**config.mk**
```make
export PLATFORM = sky130hd
export DESIGN_NAME = mmc_ctrl
export DESIGN_NICKNAME = d
export VERILOG_FILES = /design/src/inc/mmc_pkg.sv /design/src/verilog/mmc_ctrl.sv
export VERILOG_INCLUDE_DIRS = /design/src /design/src/inc
export SDC_FILE = /design/constraint.sdc
export NUM_CORES = 1
export LEC_CHECK = 0
export BUFFER_PORTS_ARGS = -buffer_cell sky130_fd_sc_hd__buf_2
export CORE_UTILIZATION = 46
export DETAILED_ROUTE_END_ITERATION = 8
export GPL_TIMING_DRIVEN = 0
export PLACE_DENSITY = 0.8
export REMOVE_ABC_BUFFERS = 1
export SLEW_MARGIN = 20
export SYNTH_ARGS = -nofsm -noshare
export SYNTH_HDL_FRONTEND = slang
export SYNTH_SLANG_ARGS = --single-unit
```
**constraint.sdc**
```tcl
create_clock -name clk_sys_i -period 2.8 [get_ports clk_sys_i]
set_input_delay 0.56 -clock clk_sys_i [delete_from_list [all_inputs] [get_ports clk_sys_i]]
set_output_delay 0.56 -clock clk_sys_i [all_outputs]
set_load 0.005 [all_outputs]
```
**src/inc/mmc_map.svh**
```systemverilog
// offsets, field positions, mode codes and timing counts for the mode controller
`ifndef MMC_MAP_SVH
`define MMC_MAP_SVH
// ----------------------------------------
// timing of the host toggle pattern
// ----------------------------------------
`define MMC_CLK_MHZ 200
`define MMC_TSEQ_NS 5000
`define MMC_TPHASE_NS 100
`define MMC_NEDGE 5
// longest window rounds down, least phase rounds up
`define MMC_TSEQ_CYC ((`MMC_TSEQ_NS * `MMC_CLK_MHZ) / 1000)
`define MMC_TPHASE_CYC (((`MMC_TPHASE_NS * `MMC_CLK_MHZ) + 999) / 1000)
// ----------------------------------------
// signature and register window
// ----------------------------------------
`define MMC_SIG_LEN 48
`define MMC_SIG_CODE 48'h424153415641
`define MMC_MON_LSB 0
`define MMC_MON_MSB 7
`define MMC_PWRUP_ADDR 32'h1000_0000
`define MMC_REG_MODE 32'h1000_0000
`define MMC_REG_EXEC 32'h1000_0008
`define MMC_REG_SWITCH 32'h1000_0010
`define MMC_REG_CKE 32'h1000_0018
`define MMC_MODE_STD 2'h0
`define MMC_MODE_EXEC 2'h2
`endif

```
**src/inc/mmc_pkg.sv**
```systemverilog
// types shared by the memory module mode controller
`default_nettype none
package mmc_pkg;
  typedef enum logic [1:0] {
    MMC_IDLE = 2'b00,
    MMC_IDLE2 = 2'b01,
    MMC_CONFIG = 2'b11,
    MMC_EXEC = 2'b10
  } mmc_mode_t;

  typedef struct packed {
    logic valid;
    logic write;
    logic [31:0] addr;
    logic [63:0] data;
  } mmc_host_req_t;

  typedef struct packed {
    logic [31:0] data;
    logic [3:0] mask;
    logic valid;
  } mmc_proc_bus_t;
endpackage
`default_nettype wire

```
**src/verilog/mmc_ctrl.sv**
```systemverilog
// memory module mode controller: standard, configuration and executing modes
// Contract
// - after power-up the module is in standard mode, acting as plain memory
// - configuration only from standard, after toggle pattern then signature, in order
// - in configuration, control registers answer as host memory locations
// - register region sits above memory starting at the power-up address
// - registers steer shared memory, processor mailbox, program run, status
// - access to the execute register moves configuration to executing
// - executing keeps all configuration register behaviour, processor runs
// - host can return to standard from configuration or executing any time
// - leaving executing halts the processor at once
// - interrupt line requests an interrupt from the host
// - stall line asks the host to stall the access in progress
// - separate clock enables for low and high shared memory halves
// - data path switches controlled per 8-bit group
// - processor gets 32-bit shared data bus with 4-bit byte mask
// - read or wrong write to power-up address discards partial signature
// - interrupt line is input in standard, open-drain output otherwise
// - return to standard lands in the signature-waiting state directly
`timescale 1ns/1ps
`default_nettype none
`include "mmc_map.svh"
module mmc_ctrl (
  input wire logic clk_sys_i,                     // 200 MHz module clock
  input wire logic rst_i,                         // synchronous reset, high
  input wire mmc_pkg::mmc_host_req_t host_req_i,  // decoded host access, one-cycle valid
  input wire logic irq_line_i,                    // interrupt line level from the pin
  input wire logic proc_irq_i,                    // processor asks for host interrupt
  input wire logic proc_busy_i,                   // processor holds shared memory
  input wire logic [31:0] proc_data_i,            // processor shared data in
  output logic irq_line_o,                        // interrupt line drive value (low)
  output logic irq_line_oe_o,                     // interrupt line drive enable
  output logic stall_o,                           // stall request to host
  output logic shared_clk_en_lo_o,                // clock enable, low half
  output logic shared_clk_en_hi_o,                // clock enable, high half
  output logic [15:0] data_path_switches_o,       // one bit per 8-bit group
  output mmc_pkg::mmc_proc_bus_t proc_bus_o,      // shared data and byte mask to processor
  output logic proc_run_o,                        // processor run enable
  output logic [63:0] rd_data_o,                  // register read data
  output logic rd_valid_o,                        // register read answer
  output mmc_pkg::mmc_mode_t mode_o               // current mode
);
  // ----------------------------------------
  // pin synchroniser and toggle pattern check
  // ----------------------------------------
  logic irq_m;
  logic irq_s;
  logic irq_d;
  logic [15:0] win_cnt;
  logic [7:0] ph_cnt;
  logic [2:0] fall_cnt;
  logic ph_ok;
  logic toggle_seen;
  mmc_pkg::mmc_mode_t mode;
  wire fall = irq_d & ~irq_s;
  wire edge_any = irq_d ^ irq_s;
  // a phase of n cycles shows n-1 here at its closing edge, so a 100 ns phase still passes
  wire ph_long = (ph_cnt >= 8'(`MMC_TPHASE_CYC - 1));

  always_ff @(posedge clk_sys_i)
  begin
    irq_m <= irq_line_i;
    irq_s <= irq_m;
    irq_d <= irq_s;
  end

  // phase length counter, saturating
  always_ff @(posedge clk_sys_i)
  begin
    if (rst_i || edge_any)
      ph_cnt <= 8'h00;
    else if (!ph_long)
      ph_cnt <= ph_cnt + 8'h01;
  end

  // a short phase or an expired window scraps the attempt
  always_ff @(posedge clk_sys_i)
  begin
    if (rst_i || mode != mmc_pkg::MMC_IDLE)
    begin
      win_cnt <= 16'h0000;
      fall_cnt <= 3'h0;
      ph_ok <= 1'b0;
    end
    else if (edge_any && !ph_long && fall_cnt != 3'h0)
    begin
      win_cnt <= 16'h0000;
      fall_cnt <= 3'h0;
      ph_ok <= 1'b0;
    end
    else if (fall)
    begin
      fall_cnt <= (fall_cnt == 3'h0 || ph_ok) ? fall_cnt + 3'h1 : 3'h1;
      win_cnt <= (fall_cnt == 3'h0) ? 16'h0001 : win_cnt + 16'h0001;
      ph_ok <= 1'b1;
    end
    else if (fall_cnt != 3'h0)
    begin
      if (win_cnt >= 16'(`MMC_TSEQ_CYC))
      begin
        win_cnt <= 16'h0000;
        fall_cnt <= 3'h0;
        ph_ok <= 1'b0;
      end
      else
        win_cnt <= win_cnt + 16'h0001;
    end
  end

  // the closing fall must follow a long enough high phase as well
  wire toggle_done = (mode == mmc_pkg::MMC_IDLE) && fall && ph_ok && ph_long &&
                     (fall_cnt == 3'(`MMC_NEDGE - 1));

  always_ff @(posedge clk_sys_i)
  begin
    if (rst_i)
      toggle_seen <= 1'b0;
    else if (toggle_done)
      toggle_seen <= 1'b1;
  end

  // ----------------------------------------
  // signature capture
  // ----------------------------------------
  logic [5:0] sig_idx;
  wire [`MMC_MON_MSB:`MMC_MON_LSB] mon = host_req_i.data[`MMC_MON_MSB:`MMC_MON_LSB];
  wire mon_ones = &mon;
  wire mon_zeros = ~|mon;
  logic [`MMC_SIG_LEN-1:0] sig_code;
  assign sig_code = `MMC_SIG_CODE;
  wire exp_bit = sig_code[6'(`MMC_SIG_LEN - 1) - sig_idx];
  wire at_pwrup = host_req_i.valid && host_req_i.addr == `MMC_PWRUP_ADDR;
  wire sig_good = host_req_i.write && (exp_bit ? mon_ones : mon_zeros);
  wire sig_done = (mode == mmc_pkg::MMC_IDLE2) && at_pwrup && sig_good &&
                  sig_idx == 6'(`MMC_SIG_LEN - 1);

  always_ff @(posedge clk_sys_i)
  begin
    if (rst_i || mode != mmc_pkg::MMC_IDLE2)
      sig_idx <= 6'h00;
    else if (at_pwrup)
      sig_idx <= (sig_good && !sig_done) ? sig_idx + 6'h01 : 6'h00;
  end

  // ----------------------------------------
  // mode register and memory-mapped registers
  // ----------------------------------------
  wire reg_on = (mode == mmc_pkg::MMC_CONFIG) || (mode == mmc_pkg::MMC_EXEC);
  wire reg_wr = reg_on && host_req_i.valid && host_req_i.write;
  wire reg_rd = reg_on && host_req_i.valid && !host_req_i.write;
  wire go_std = reg_wr && host_req_i.addr == `MMC_REG_MODE &&
                host_req_i.data[1:0] == `MMC_MODE_STD;
  wire go_exec = reg_on && host_req_i.valid && host_req_i.addr == `MMC_REG_EXEC;

  always_ff @(posedge clk_sys_i)
  begin
    if (rst_i)
      mode <= mmc_pkg::MMC_IDLE;
    else
    begin
      case (mode)
        mmc_pkg::MMC_IDLE:
          if (toggle_done)
            mode <= mmc_pkg::MMC_IDLE2;
        mmc_pkg::MMC_IDLE2:
          if (sig_done)
            mode <= mmc_pkg::MMC_CONFIG;
        mmc_pkg::MMC_CONFIG:
          if (go_std)
            mode <= toggle_seen ? mmc_pkg::MMC_IDLE2 : mmc_pkg::MMC_IDLE;
          else if (go_exec)
            mode <= mmc_pkg::MMC_EXEC;
        mmc_pkg::MMC_EXEC:
          if (go_std)
            mode <= mmc_pkg::MMC_IDLE2;
        default:
          mode <= mmc_pkg::MMC_IDLE;
      endcase
    end
  end

  // registers only decode above the memory, from the power-up address on
  always_ff @(posedge clk_sys_i)
  begin
    if (rst_i)
    begin
      data_path_switches_o <= 16'h0000;
      shared_clk_en_lo_o <= 1'b0;
      shared_clk_en_hi_o <= 1'b0;
    end
    else if (!reg_on)
    begin
      data_path_switches_o <= 16'h0000;
      shared_clk_en_lo_o <= 1'b0;
      shared_clk_en_hi_o <= 1'b0;
    end
    else if (reg_wr && host_req_i.addr == `MMC_REG_SWITCH)
      data_path_switches_o <= host_req_i.data[15:0];
    else if (reg_wr && host_req_i.addr == `MMC_REG_CKE)
    begin
      shared_clk_en_lo_o <= host_req_i.data[0];
      shared_clk_en_hi_o <= host_req_i.data[1];
    end
  end

  // leaving executing mode drops run in the same edge as the mode change
  always_ff @(posedge clk_sys_i)
  begin
    if (rst_i)
      proc_run_o <= 1'b0;
    else
      proc_run_o <= (mode == mmc_pkg::MMC_EXEC && !go_std) ||
                    (mode == mmc_pkg::MMC_CONFIG && go_exec && !go_std);
  end

  always_ff @(posedge clk_sys_i)
  begin
    if (rst_i)
    begin
      rd_data_o <= 64'h0;
      rd_valid_o <= 1'b0;
    end
    else
    begin
      rd_valid_o <= reg_rd && host_req_i.addr >= `MMC_PWRUP_ADDR;
      case (host_req_i.addr)
        `MMC_REG_MODE: rd_data_o <= {62'h0, mode};
        `MMC_REG_SWITCH: rd_data_o <= {48'h0, data_path_switches_o};
        `MMC_REG_CKE: rd_data_o <= {62'h0, shared_clk_en_hi_o, shared_clk_en_lo_o};
        `MMC_REG_EXEC: rd_data_o <= {32'h0, proc_data_i};
        default: rd_data_o <= 64'h0;
      endcase
    end
  end

  // ----------------------------------------
  // card-edge outputs and processor bus
  // ----------------------------------------
  always_ff @(posedge clk_sys_i)
  begin
    if (rst_i)
    begin
      irq_line_o <= 1'b0;
      irq_line_oe_o <= 1'b0;
      stall_o <= 1'b0;
      proc_bus_o <= '0;
    end
    else
    begin
      irq_line_o <= 1'b0;
      irq_line_oe_o <= reg_on && proc_irq_i;
      stall_o <= reg_on && proc_busy_i && host_req_i.valid;
      proc_bus_o.data <= host_req_i.data[31:0];
      proc_bus_o.mask <= {4{reg_wr}};
      proc_bus_o.valid <= reg_wr && host_req_i.addr > `MMC_REG_CKE;
    end
  end

  assign mode_o = mode;
endmodule
`default_nettype wire

```
### Word level (Yosys, flattened, before mapping)

Memories as Yosys holds them, arrays and structs flattened.
Index checks and enable logic that the tools add are counted.

* register bits after elaboration: 160
* latch bits: 0
* memory bits (writable): 0
* bits in read-only memories: 64
* input bits: 135
* output and inout port bits: 126
* logic and storage cells: 126
* memories kept: 1

* add/subtract/negate cells: 5
* $mul: 0
* div/mod/pow operators: 0
* magnitude comparators: 5
* equal/unequal tests: 14
* shift-type cells: 0
* multiplexer cells: 22
* bitwise operators: 5
* reduce and logical (&&, ||, !) cells: 53

Memory list
* (no name shown): words 64, width 1, rd ports 1, clocked after Yosys merged registers in 0, write ports 0, RTL line mmc_ctrl.sv:131 `` wire exp_bit = sig_code[6'(`MMC_SIG_LEN - 1) - sig_idx]; ``

Operators with widths (count)
* equality test 32 x 29 -> 1 bit (second input constant): 4
* case mux 32 bit (4 select lines): 1
* two-way mux 16 bit: 4
* greater-or-equal comparator 32 x 29 -> 1 bit (second input constant): 1
* > comparator 32 x 29 -> 1 bit (second input constant): 1
* logical AND 1 bit: 28
* adder 16 x 1 -> 16 bit (second input constant): 1
* greater-or-equal comparator 16 x 10 -> 1 bit (second input constant): 1
* two-way mux 3 bit: 4
* two-way mux 2 bit: 5
* adder 8 x 1 -> 8 bit (second input constant): 1
* greater-or-equal comparator 8 x 5 -> 1 bit (second input constant): 1
* case mux 2 bit (4 select lines): 1
* AND reduction 8 bit: 1
* OR reduction 8 bit: 1
* < comparator 6 x 7 -> 1 bit (second input constant): 1
* adder 6 x 1 -> 6 bit (second input constant): 1
* equality test 6 bit (second input constant): 1
* logical OR 1 bit: 6
* two-way mux 1 bit: 6
* two-way mux 6 bit: 1
* inequality test 2 bit (second input constant): 3
* nonzero test 2 bit: 3
* subtractor 6 bit (first input constant): 1
* 16 further kinds: 26

### Depth between registers and ports, before layout

Gate-level depths: netlist (run 1).

* depth after elaboration: 10
* mapped depth: 9
* mapped depth without buffers: 7

### Least setup slack after synthesis (run 1)

Ideal clock, no wire load.

* path type: input port to flip-flop
* from: input port host_req_i[65] (netlist name)
* to: register data_path_switches_o[3]
* library setup time: 0.128 ns
* arrival: 2.214 ns
* data required time: 2.672 ns
* path slack: 0.459 ns
* stages on the path: 6
* buffers on the path: 1
* cells stage by stage: or4b_4 -> nand4b_4 -> nor4_4 -> buf_6 -> mux2i_1 -> nor2_1

* longest elaborated chain between the ends: 2

Ends and longest elaborated chain
* from (decl): RTL line mmc_ctrl.sv:26 `input wire mmc_pkg::mmc_host_req_t host_req_i,`
* equality test 32 x 29 -> 1 bit
* logical AND 1 bit (no line)
* to (signal assigned): RTL line mmc_ctrl.sv:198 `data_path_switches_o <= host_req_i.data[15:0];`
* to (decl): RTL line mmc_ctrl.sv:36 `output logic [15:0] data_path_switches_o,`

No other way between the ends.
A chain may end at the register's enable or synchronous reset.

### Final worst setup path (run 1)

* from: input port host_req_i[77] (netlist name)
* to: register rd_data_o[31]

* longest elaborated chain between the ends: 2
* elaborated cells on any way between the ends: 5
* classes of those cells: 4 x eq/ne; 1 x mux

Ends and longest elaborated chain
* equality test 32 x 29 -> 1 bit: RTL line mmc_ctrl.sv:226 `case (host_req_i.addr)`
* case mux 32 bit (4 select lines) *: RTL line mmc_ctrl.sv:226
* to (signal assigned): RTL line mmc_ctrl.sv:227 `` `MMC_REG_MODE: rd_data_o <= {62'h0, mode}; ``
* to (signal assigned): RTL line mmc_ctrl.sv:228 `` `MMC_REG_SWITCH: rd_data_o <= {48'h0, data_path_switches_o}; ``
* to (signal assigned): RTL line mmc_ctrl.sv:229 `` `MMC_REG_CKE: rd_data_o <= {62'h0, shared_clk_en_hi_o, shared_clk_en_lo_o}; ``
* to (decl): RTL line mmc_ctrl.sv:39 `output logic [63:0] rd_data_o,`

Every way passes the cells marked *; elsewhere a longest branch is shown, timed or not.

==> results.md, run 1 <==
- Post-Layout Cell Count: 897
- First-pass GRT wire length: 20700 um
- FP Rows: 38
- Critical path buffers and inverters: 1
- EDFF count, synth: 0
- Placeable Area: 11000 um2
- Required time worst endpoint: 3.15 ns
- Die ar.: 11900 um2
- Vias per cell: 5.25
- Maximum vdd drop: 395 uV
- Max-slew violations: 0
- Largest net degree at the start of global routing: 46
- Initial antenna violation count: 1
- Hold Path Stages: 1
- Routed Antenna Nets: 0
- Minimum clock period: 2.66 ns
- CP arrival: 3.01 ns
- RSZ-0062 raised after global routing: no
- Hold-fix buffers, CTS: 0
- Fillers: 924
- Layout cells sized above 1: 32.5%
- Iter 0 DRT Violations: 211
- Clock sinks: 128
- Status: completed
- Core Util, Final: 61.7%
- Gate Count Post-Synth: 555
- Register area share after synthesis: 48.5%
- WL/cell: 15.3 um
- DRC errors left: 0
- Chip height: 109 um
- Crit-path slowest cell: or4_4
- Clock Path Buffers: 2
- Hold path endpoint: irq_m$_DFF_P_
- PwrDens: 629 nW/um2
- Multi-input logic area: 2440 um2
- Clk Latency, worst-skew pair: 0.41 ns
- Root Driver: clkbuf_16
- Post-CTS setup buffer count: 0
- Max_cap viols: 0
- Number of I/O pins: 261
- GPL Wtd Cong: 0.871
- Max FO, Critical Path: 17
- Worst path top cell family by delay: simple AND/OR/NAND/NOR gates
- Min-delay worst type: input pin to flop
- Synth area leaders: dfxtp_1 48%, buf_4 5.1%, nor2b_1 4.9%
- Syn Area/Cell: 9.52 um2
- Vias in the first global route: 4353
- Min-Delay Startpoint: irq_line_i
- Worst R2R End: data_path_switches_o[14]$_SDFFE_PP0P_
- Dpl cells: 864
- Worst Skew: 0.00849 ns
- Cell variety after synth: 56
- Cell depth of the worst flop-to-flop path: 5
- Nets@finish: 888
- Worst-path clk slew: 0.05 ns
- Critical Path, Cell by Cell: buf_2 > nor4_1 > nand4_1 > or4_4 > nor3b_4 > and2_1
- Hold Slack: 0.251 ns
- CP endpoint kind: flop
- RR Startpoint: mode_o[1]$_SDFFE_PP0P_
- Initial DRT Pass Iterations: 4
- FF/Latch Area: 2560 um2
- Post-DP HPWL: 10100 um
- Global route overflow: 0
- Number of synthesized register bits: 128
- Die width: 109 um
- Tcrit/Tclk final: 95.0%
- Via count: 4707
- Initial Utilization: 47.9%
- Syn Std Cell Area: 5290 um2
- Synth top cells by count: 128 x dfxtp_1, 63 x nor2_1, 41 x nor2b_1
- FMAX: 376 MHz
- Slew headroom: 42.6%
- Setup crit start: host_req_i[77]
- CTS Buf Count: 17
- IO Port Bufs: 195
- Worst-margin pin slew: 0.861 ns
- Reg2Reg Setup Slack: 0.32 ns
- Synth warn: 0
- Primary FF master, synth: dfxtp_1
- Ys async rst share: 0%
- Yosys top cell by area: dfxtp_1
- Top cell type's share of synthesized area: 48.5%
- Final setup TNS: 0 ns
- WL final: 13700 um
- Final hold vios: 0
- CTS tree: yes
- Tot GR Track Use: 22.7%
- Most common cell in the netlist: dfxtp_1
- Critical path class: input pin to flop
- H-tree depth: 4
- Area grow syn2layout: 28.8%
- Leakage power: 3.00 nW
- Max stage delay on crit path: 0.80 ns
- Crit start category: input pin
- Setup violations, final: 0
layout by cell type, fill, tap and decap left out, types with 3 or more instances in the layout:
master     synthesis  routed
a211oi_1           3       3
a21oi_1           16      15
a22oi_1           15      15
a311oi_1           8       8
a31oi_1            5       5
a41oi_1            5       5
and2_1            20      20
and4_1             3       3
buf_2              2     195
clkbuf_16          0      17
clkinv_2           0       5
clkinv_4           0       3
conb_1             1      33
dfxtp_1          128     128
ha_1              10      10
inv_1             15      15
mux2i_1           18      18
nand2_1           26      26
nand2b_1           8       8
nand3_1           23      23
nand4_1            7       7
nor2_1            63      63
nor2b_1           41      39
nor3_1            11      11
nor4_1            13      12
o211ai_1           8       8
o21ai_0            6       6
or3_1              3       3
xor2_1             6       6
layer usage:
metal  wire (um)  vias to the layer above  part of all wire [%]  global-route usage (%)
met5           0                        -                     0                       0
met4         293                        0                   2.1                    11.8
met3        1230                       28                   9.0                    5.50
met2        7040                      251                    51                    40.3
met1        5140                     2183                    37                    25.1
li1            -                     2245                     -                       -
flip-flops by register name, summed over array words and instances (netlist names):
name,flops
irq_m,1
proc_run_o,1
irq_s,1
fall_cnt,3
stall_o,1
sig_idx,6
mode_o,2
shared_clk_en_lo_o,1
rd_data_o,32
ph_ok,1
toggle_seen,1
proc_bus_o,34
data_path_switches_o,16
ph_cnt,8
rd_valid_o,1
shared_clk_en_hi_o,1
irq_d,1
irq_line_oe_o,1
win_cnt,16
per-stage QoR:
step	power [mW]	setup WS, ns	cell area, um2
after global routing	4.43	0.00899	6810
after global placement	2.14	-0.810	6170
after floorplan	2.01	0.142	5020
after CTS	4.31	0.0748	6790
final	4.28	0.141	6810
after detailed placement	2.16	-0.730	6200
repair_timing:
| item | 4_1_cts | 5_1_grt |
|---|---|---|
| endpoints found under the hold margin | 0 | 0 |
| endpoints found under the setup margin | 10 | 9 |
| cloned | 0 | 0 |
| gates resized for setup | 1 | 2 |
| pin swaps | 0 | 1 |
final cells by class:
class,count,share of cell area (%)
clock inverters,13,2.00
multi-input cells,385,35.8
repair buffers,196,14.4
flip-flops and latches,128,37.6
well taps,140,2.57
inverters,15,0.827
diodes,1,0.0368
clock buffers,19,6.65
worst reg2reg max path: cells and delay by family, from the launching register on:
kind / cells / cell delay, ns
multiplexers: 1 / 0.23
flip-flops: 1 / 0.59
AND/OR/NAND/NOR: 3 / 1.17
buffers and inverters: 1 / 0.34
cell families (layout without fill, tap and decap cells):
group,count (synthesis),in the layout,share of synthesized area (%)
other,1,34,0.0710
DFF,128,128,48.5
xor gates and xnor gates,8,8,1.33
buffers and inverters,74,243,8.29
muxes,22,22,4.69
and+or+nand+nor,234,234,24.3
AOI/OAI and AO/OA,78,78,10.5
adders and majority gates,10,10,2.37
where the power goes:
part / total, mW / switching, mW / internal (mW)
Sequential: 1.87 / 0.0134 / 1.86
Clock: 2.16 / 0.803 / 1.36
Combinational: 0.254 / 0.142 / 0.112
worst max path at each step:
stage / slack [ns] / endpoint / depth (start not counted)
CTS: 0.07 / data_path_switches_o[14]$_SDFFE_PP0P_ / 7
global route: 0.009 / rd_data_o[31]$_SDFF_PP0_ / 6
global placement: -0.81 / data_path_switches_o[15]$_SDFFE_PP0P_ / 6
finish: 0.14 / rd_data_o[31]$_SDFF_PP0_ / 6
detailed placement: -0.73 / data_path_switches_o[13]$_SDFFE_PP0P_ / 7
floorplan: 0.14 / data_path_switches_o[0]$_SDFFE_PP0P_ / 5
Power figures use the tool's default switching activity.
==> inputs of run 2 (changes only) <==
--- a/config.mk
+++ b/config.mk
@@ -7,10 +7,9 @@
 export NUM_CORES = 1
 export LEC_CHECK = 0
 export BUFFER_PORTS_ARGS = -buffer_cell sky130_fd_sc_hd__buf_2
-export CORE_UTILIZATION = 46
+export CORE_UTILIZATION = 34
 export DETAILED_ROUTE_END_ITERATION = 8
 export GPL_TIMING_DRIVEN = 0
-export PLACE_DENSITY = 0.8
 export REMOVE_ABC_BUFFERS = 1
 export SLEW_MARGIN = 20
 export SYNTH_ARGS = -nofsm -noshare
==> constraint.sdc (replaced) <==
create_clock -name clk_sys_i -period 3.4 [get_ports clk_sys_i]
set_input_delay 0.68 -clock clk_sys_i [delete_from_list [all_inputs] [get_ports clk_sys_i]]
set_output_delay 0.68 -clock clk_sys_i [all_outputs]
set_load 0.005 [all_outputs]
==> run 2 against run 1 <==
Via count decreased by 4.0%. Sequential power shrank 18%. Hold slack gained 0.074 ns. Combinational power shrank 20%. Clock skew about the same. Flip-flop and latch count did not move. Final area increased by 0.94%. Sequential share of layout area is 0.35 points lower. Final cell count rose by 5.2%. Largest cell class unchanged. Largest power group unchanged.
==> results.md, run 2 (synthesis gave the netlist of run 1 again) <==
- Status: completed
- CP endpoint kind: flop
- Via count: 4517 (-4.0%)
- FMAX: 357 MHz
- Global route overflow: 0 (unchanged)
- IO Port Bufs: 195 (unchanged)
- Area grow syn2layout: 30.0%
- Internal power: 2.77 mW (-17%)
- Nets@finish: 889 (+0.11%)
- DRC errors left: 0 (unchanged)
- Setup violations, final: 0 (unchanged)
- Ant. Diodes: 0 (-1)
- Min-Delay Startpoint: irq_m$_DFF_P_
- Tcrit/Tclk final: 82.3%
- Reg2Reg Setup Slack: 0.96 ns (+0.64 ns)
- Fillers: 1534 (+66%)
- Number of I/O pins: 261 (unchanged)
- PwrDens: 513 nW/um2 (-18%)
- Cell depth of the worst flop-to-flop path: 7 (+2)
- Hold Slack: 0.325 ns (+0.0742 ns)
- RSZ-0062 raised after global routing: no
- Critical path class: input pin to flop
- CTS tree: yes
- Maximum vdd drop: 369 uV (-6.7%)
- RR Startpoint: sig_idx[4]$_SDFFE_PP0P_
- Worst-path clk slew: 0.05 ns (about the same)
- Iter 0 DRT Violations: 205 (-2.8%)
- Max FFs per register: 34 (unchanged)
- Leakage power: 3.00 nW (about the same)
- Routed Antenna Nets: 0 (unchanged)
- CP arrival: 3.15 ns (+0.14 ns)
- Min-delay worst type: flop to flop
- Post-DP HPWL: 9580 um (-5.1%)
- Hold path endpoint: irq_s$_DFF_P_
- FF/Latch Area: 2560 um2 (unchanged)
- Worst R2R End: sig_idx[0]$_SDFFE_PP0P_
- Post-CTS sizing: 0 (-1)
- Commonest non-fill, non-tap cell in the layout: buf_2
- Clk Latency, worst-skew pair: 0.41 ns (about the same)
- Clock sinks: 128 (unchanged)
- Die width: 127 um (+16%)
- Initial antenna violation count: 0 (-1)
- First-pass GRT wire length: 20900 um (+1.2%)
- Largest Register: proc_bus_o
- CTS Buf Count: 17 (unchanged)
- Final hold vios: 0 (unchanged)
- Max-slew violations: 0 (unchanged)
- Largest regs: proc_bus_o: 34 flops, rd_data_o: 32 flops
- WL final: 13200 um (-3.9%)
- Hold Path Stages: 0 (-1)
- Largest net degree at the start of global routing: 46 (unchanged)
- Flop pwr share: 43.7% (about the same)
- Tot GR Track Use: 16.8% (-5.9 points)
- NetSw: 0.757 mW (-21%)
- Initial Utilization: 34.8% (-13 points)
- Initial DRT Pass Iterations: 4 (unchanged)
- Slew headroom: 38.4% (-4.2 points)
- FP Rows: 45 (+18%)
- Post-CTS setup buffer count: 0 (unchanged)
- Sw Ratio: 21.5% (-0.89 points)
- Required time worst endpoint: 3.75 ns (+0.60 ns)
- Core Util, Final: 45.2% (-17 points)
- GPL Wtd Cong: 0.777 (-11%)
- Crit start category: input pin
- Worst Skew: 0.00827 ns (-0.000221 ns)
- Minimum clock period: 2.80 ns
- Max FO, Critical Path: 17 (unchanged)
- Vias per cell: 4.78 (-8.8%)
- Most frequent cells in the layout: 195 x buf_2, 128 x dfxtp_1, 63 x nor2_1
- Combinational power share: 5.8% (about the same)
- Root Driver: clkbuf_16
- Clock Path Buffers: 2 (unchanged)
- Layout cells sized above 1: 32.3% (-0.26 points)
- Vias in the first global route: 4240 (-2.6%)
- Chip height: 127 um (+16%)
- Hold-fix buffers, CTS: 0 (unchanged)
- Max_cap viols: 0 (unchanged)
- Clock Power Share: 50.6% (+0.2 points)
- Multi-input logic area: 2430 um2 (-0.46%)
- H-tree depth: 4 (unchanged)
- Die ar.: 16000 um2 (+35%)
- Worst-margin pin slew: 0.924 ns (+0.0630 ns)
- WL/cell: 13.9 um (-8.7%)
- Placeable Area: 15200 um2 (+38%)
-- run 2: changes by cell type in the layout (fill, tap and decap cells not counted), sizes merged --
cell	delta
clkbuf	+3
clkinvlp	+1
clkinv	-3
inv	-2
buf	+1
diode	-1
-- run 2: metrics by stage --
step	cell area [um2]	setup TNS, ns	total power [mW]	worst slack, ns	cells
3_3_place_gp	6230	-7.63	1.77	-0.488	911
4_1_cts	6870	0	3.57	0.560	944
3_5_place_dp	6280	0	1.78	0.164	913
2_1_floorplan	5020	0	1.66	0.622	528
6_report	6870	0	3.53	0.601	944
5_1_grt	6870	0	3.67	0.335	944
-- run 2: per-layer routing --
metal	part of all wire (%)	vias to the layer above	routed length, um	global-route usage, %
li1	-	2258	-	-
met1	42	2078	5490	19.0
met2	49	165	6460	28.9
met3	7.5	16	994	6.12
met4	1.7	0	229	6.44
met5	0	-	0	0
-- run 2: area by class of cell --
type | count | area share, %
flip-flops and latches | 128 | 37.3
multi-input cells | 385 | 35.3
repair buffers | 197 | 14.5
clock buffers | 22 | 7.05
well taps | 188 | 3.42
clock inverters | 9 | 1.57
inverters | 15 | 0.819
-- run 2: worst max path at each step --
stage | depth (start not counted) | to | from
final | 6 | rd_data_o[20]$_SDFF_PP0_ | host_req_i[81]
after floorplan | 5 | data_path_switches_o[0]$_SDFFE_PP0P_ | host_req_i[68]
after global routing | 6 | rd_data_o[16]$_SDFF_PP0_ | host_req_i[77]
after CTS | 6 | rd_data_o[20]$_SDFF_PP0_ | host_req_i[81]
after global placement | 6 | data_path_switches_o[11]$_SDFFE_PP0P_ | host_req_i[68]
after detailed placement | 6 | rd_data_o[23]$_SDFF_PP0_ | host_req_i[81]
-- run 2: critical path: stages --
cell	delay (ns)
buf_2	0.10
nor4_1	0.29
nand4_1	0.51
or4_4	0.83
nor3b_4	0.53
and2_1	0.20
-- run 2: power groups by stage --
| stage | Combinational (mW) | Clock (mW) | Sequential (mW) |
|---|---|---|---|
| final | 0.204 | 1.78 | 1.54 |
| after global routing | 0.228 | 1.90 | 1.54 |
| after CTS | 0.206 | 1.83 | 1.54 |
| after detailed placement | 0.205 | 0 | 1.57 |
| after global placement | 0.200 | 0 | 1.57 |
| after floorplan | 0.0816 | 0 | 1.57 |
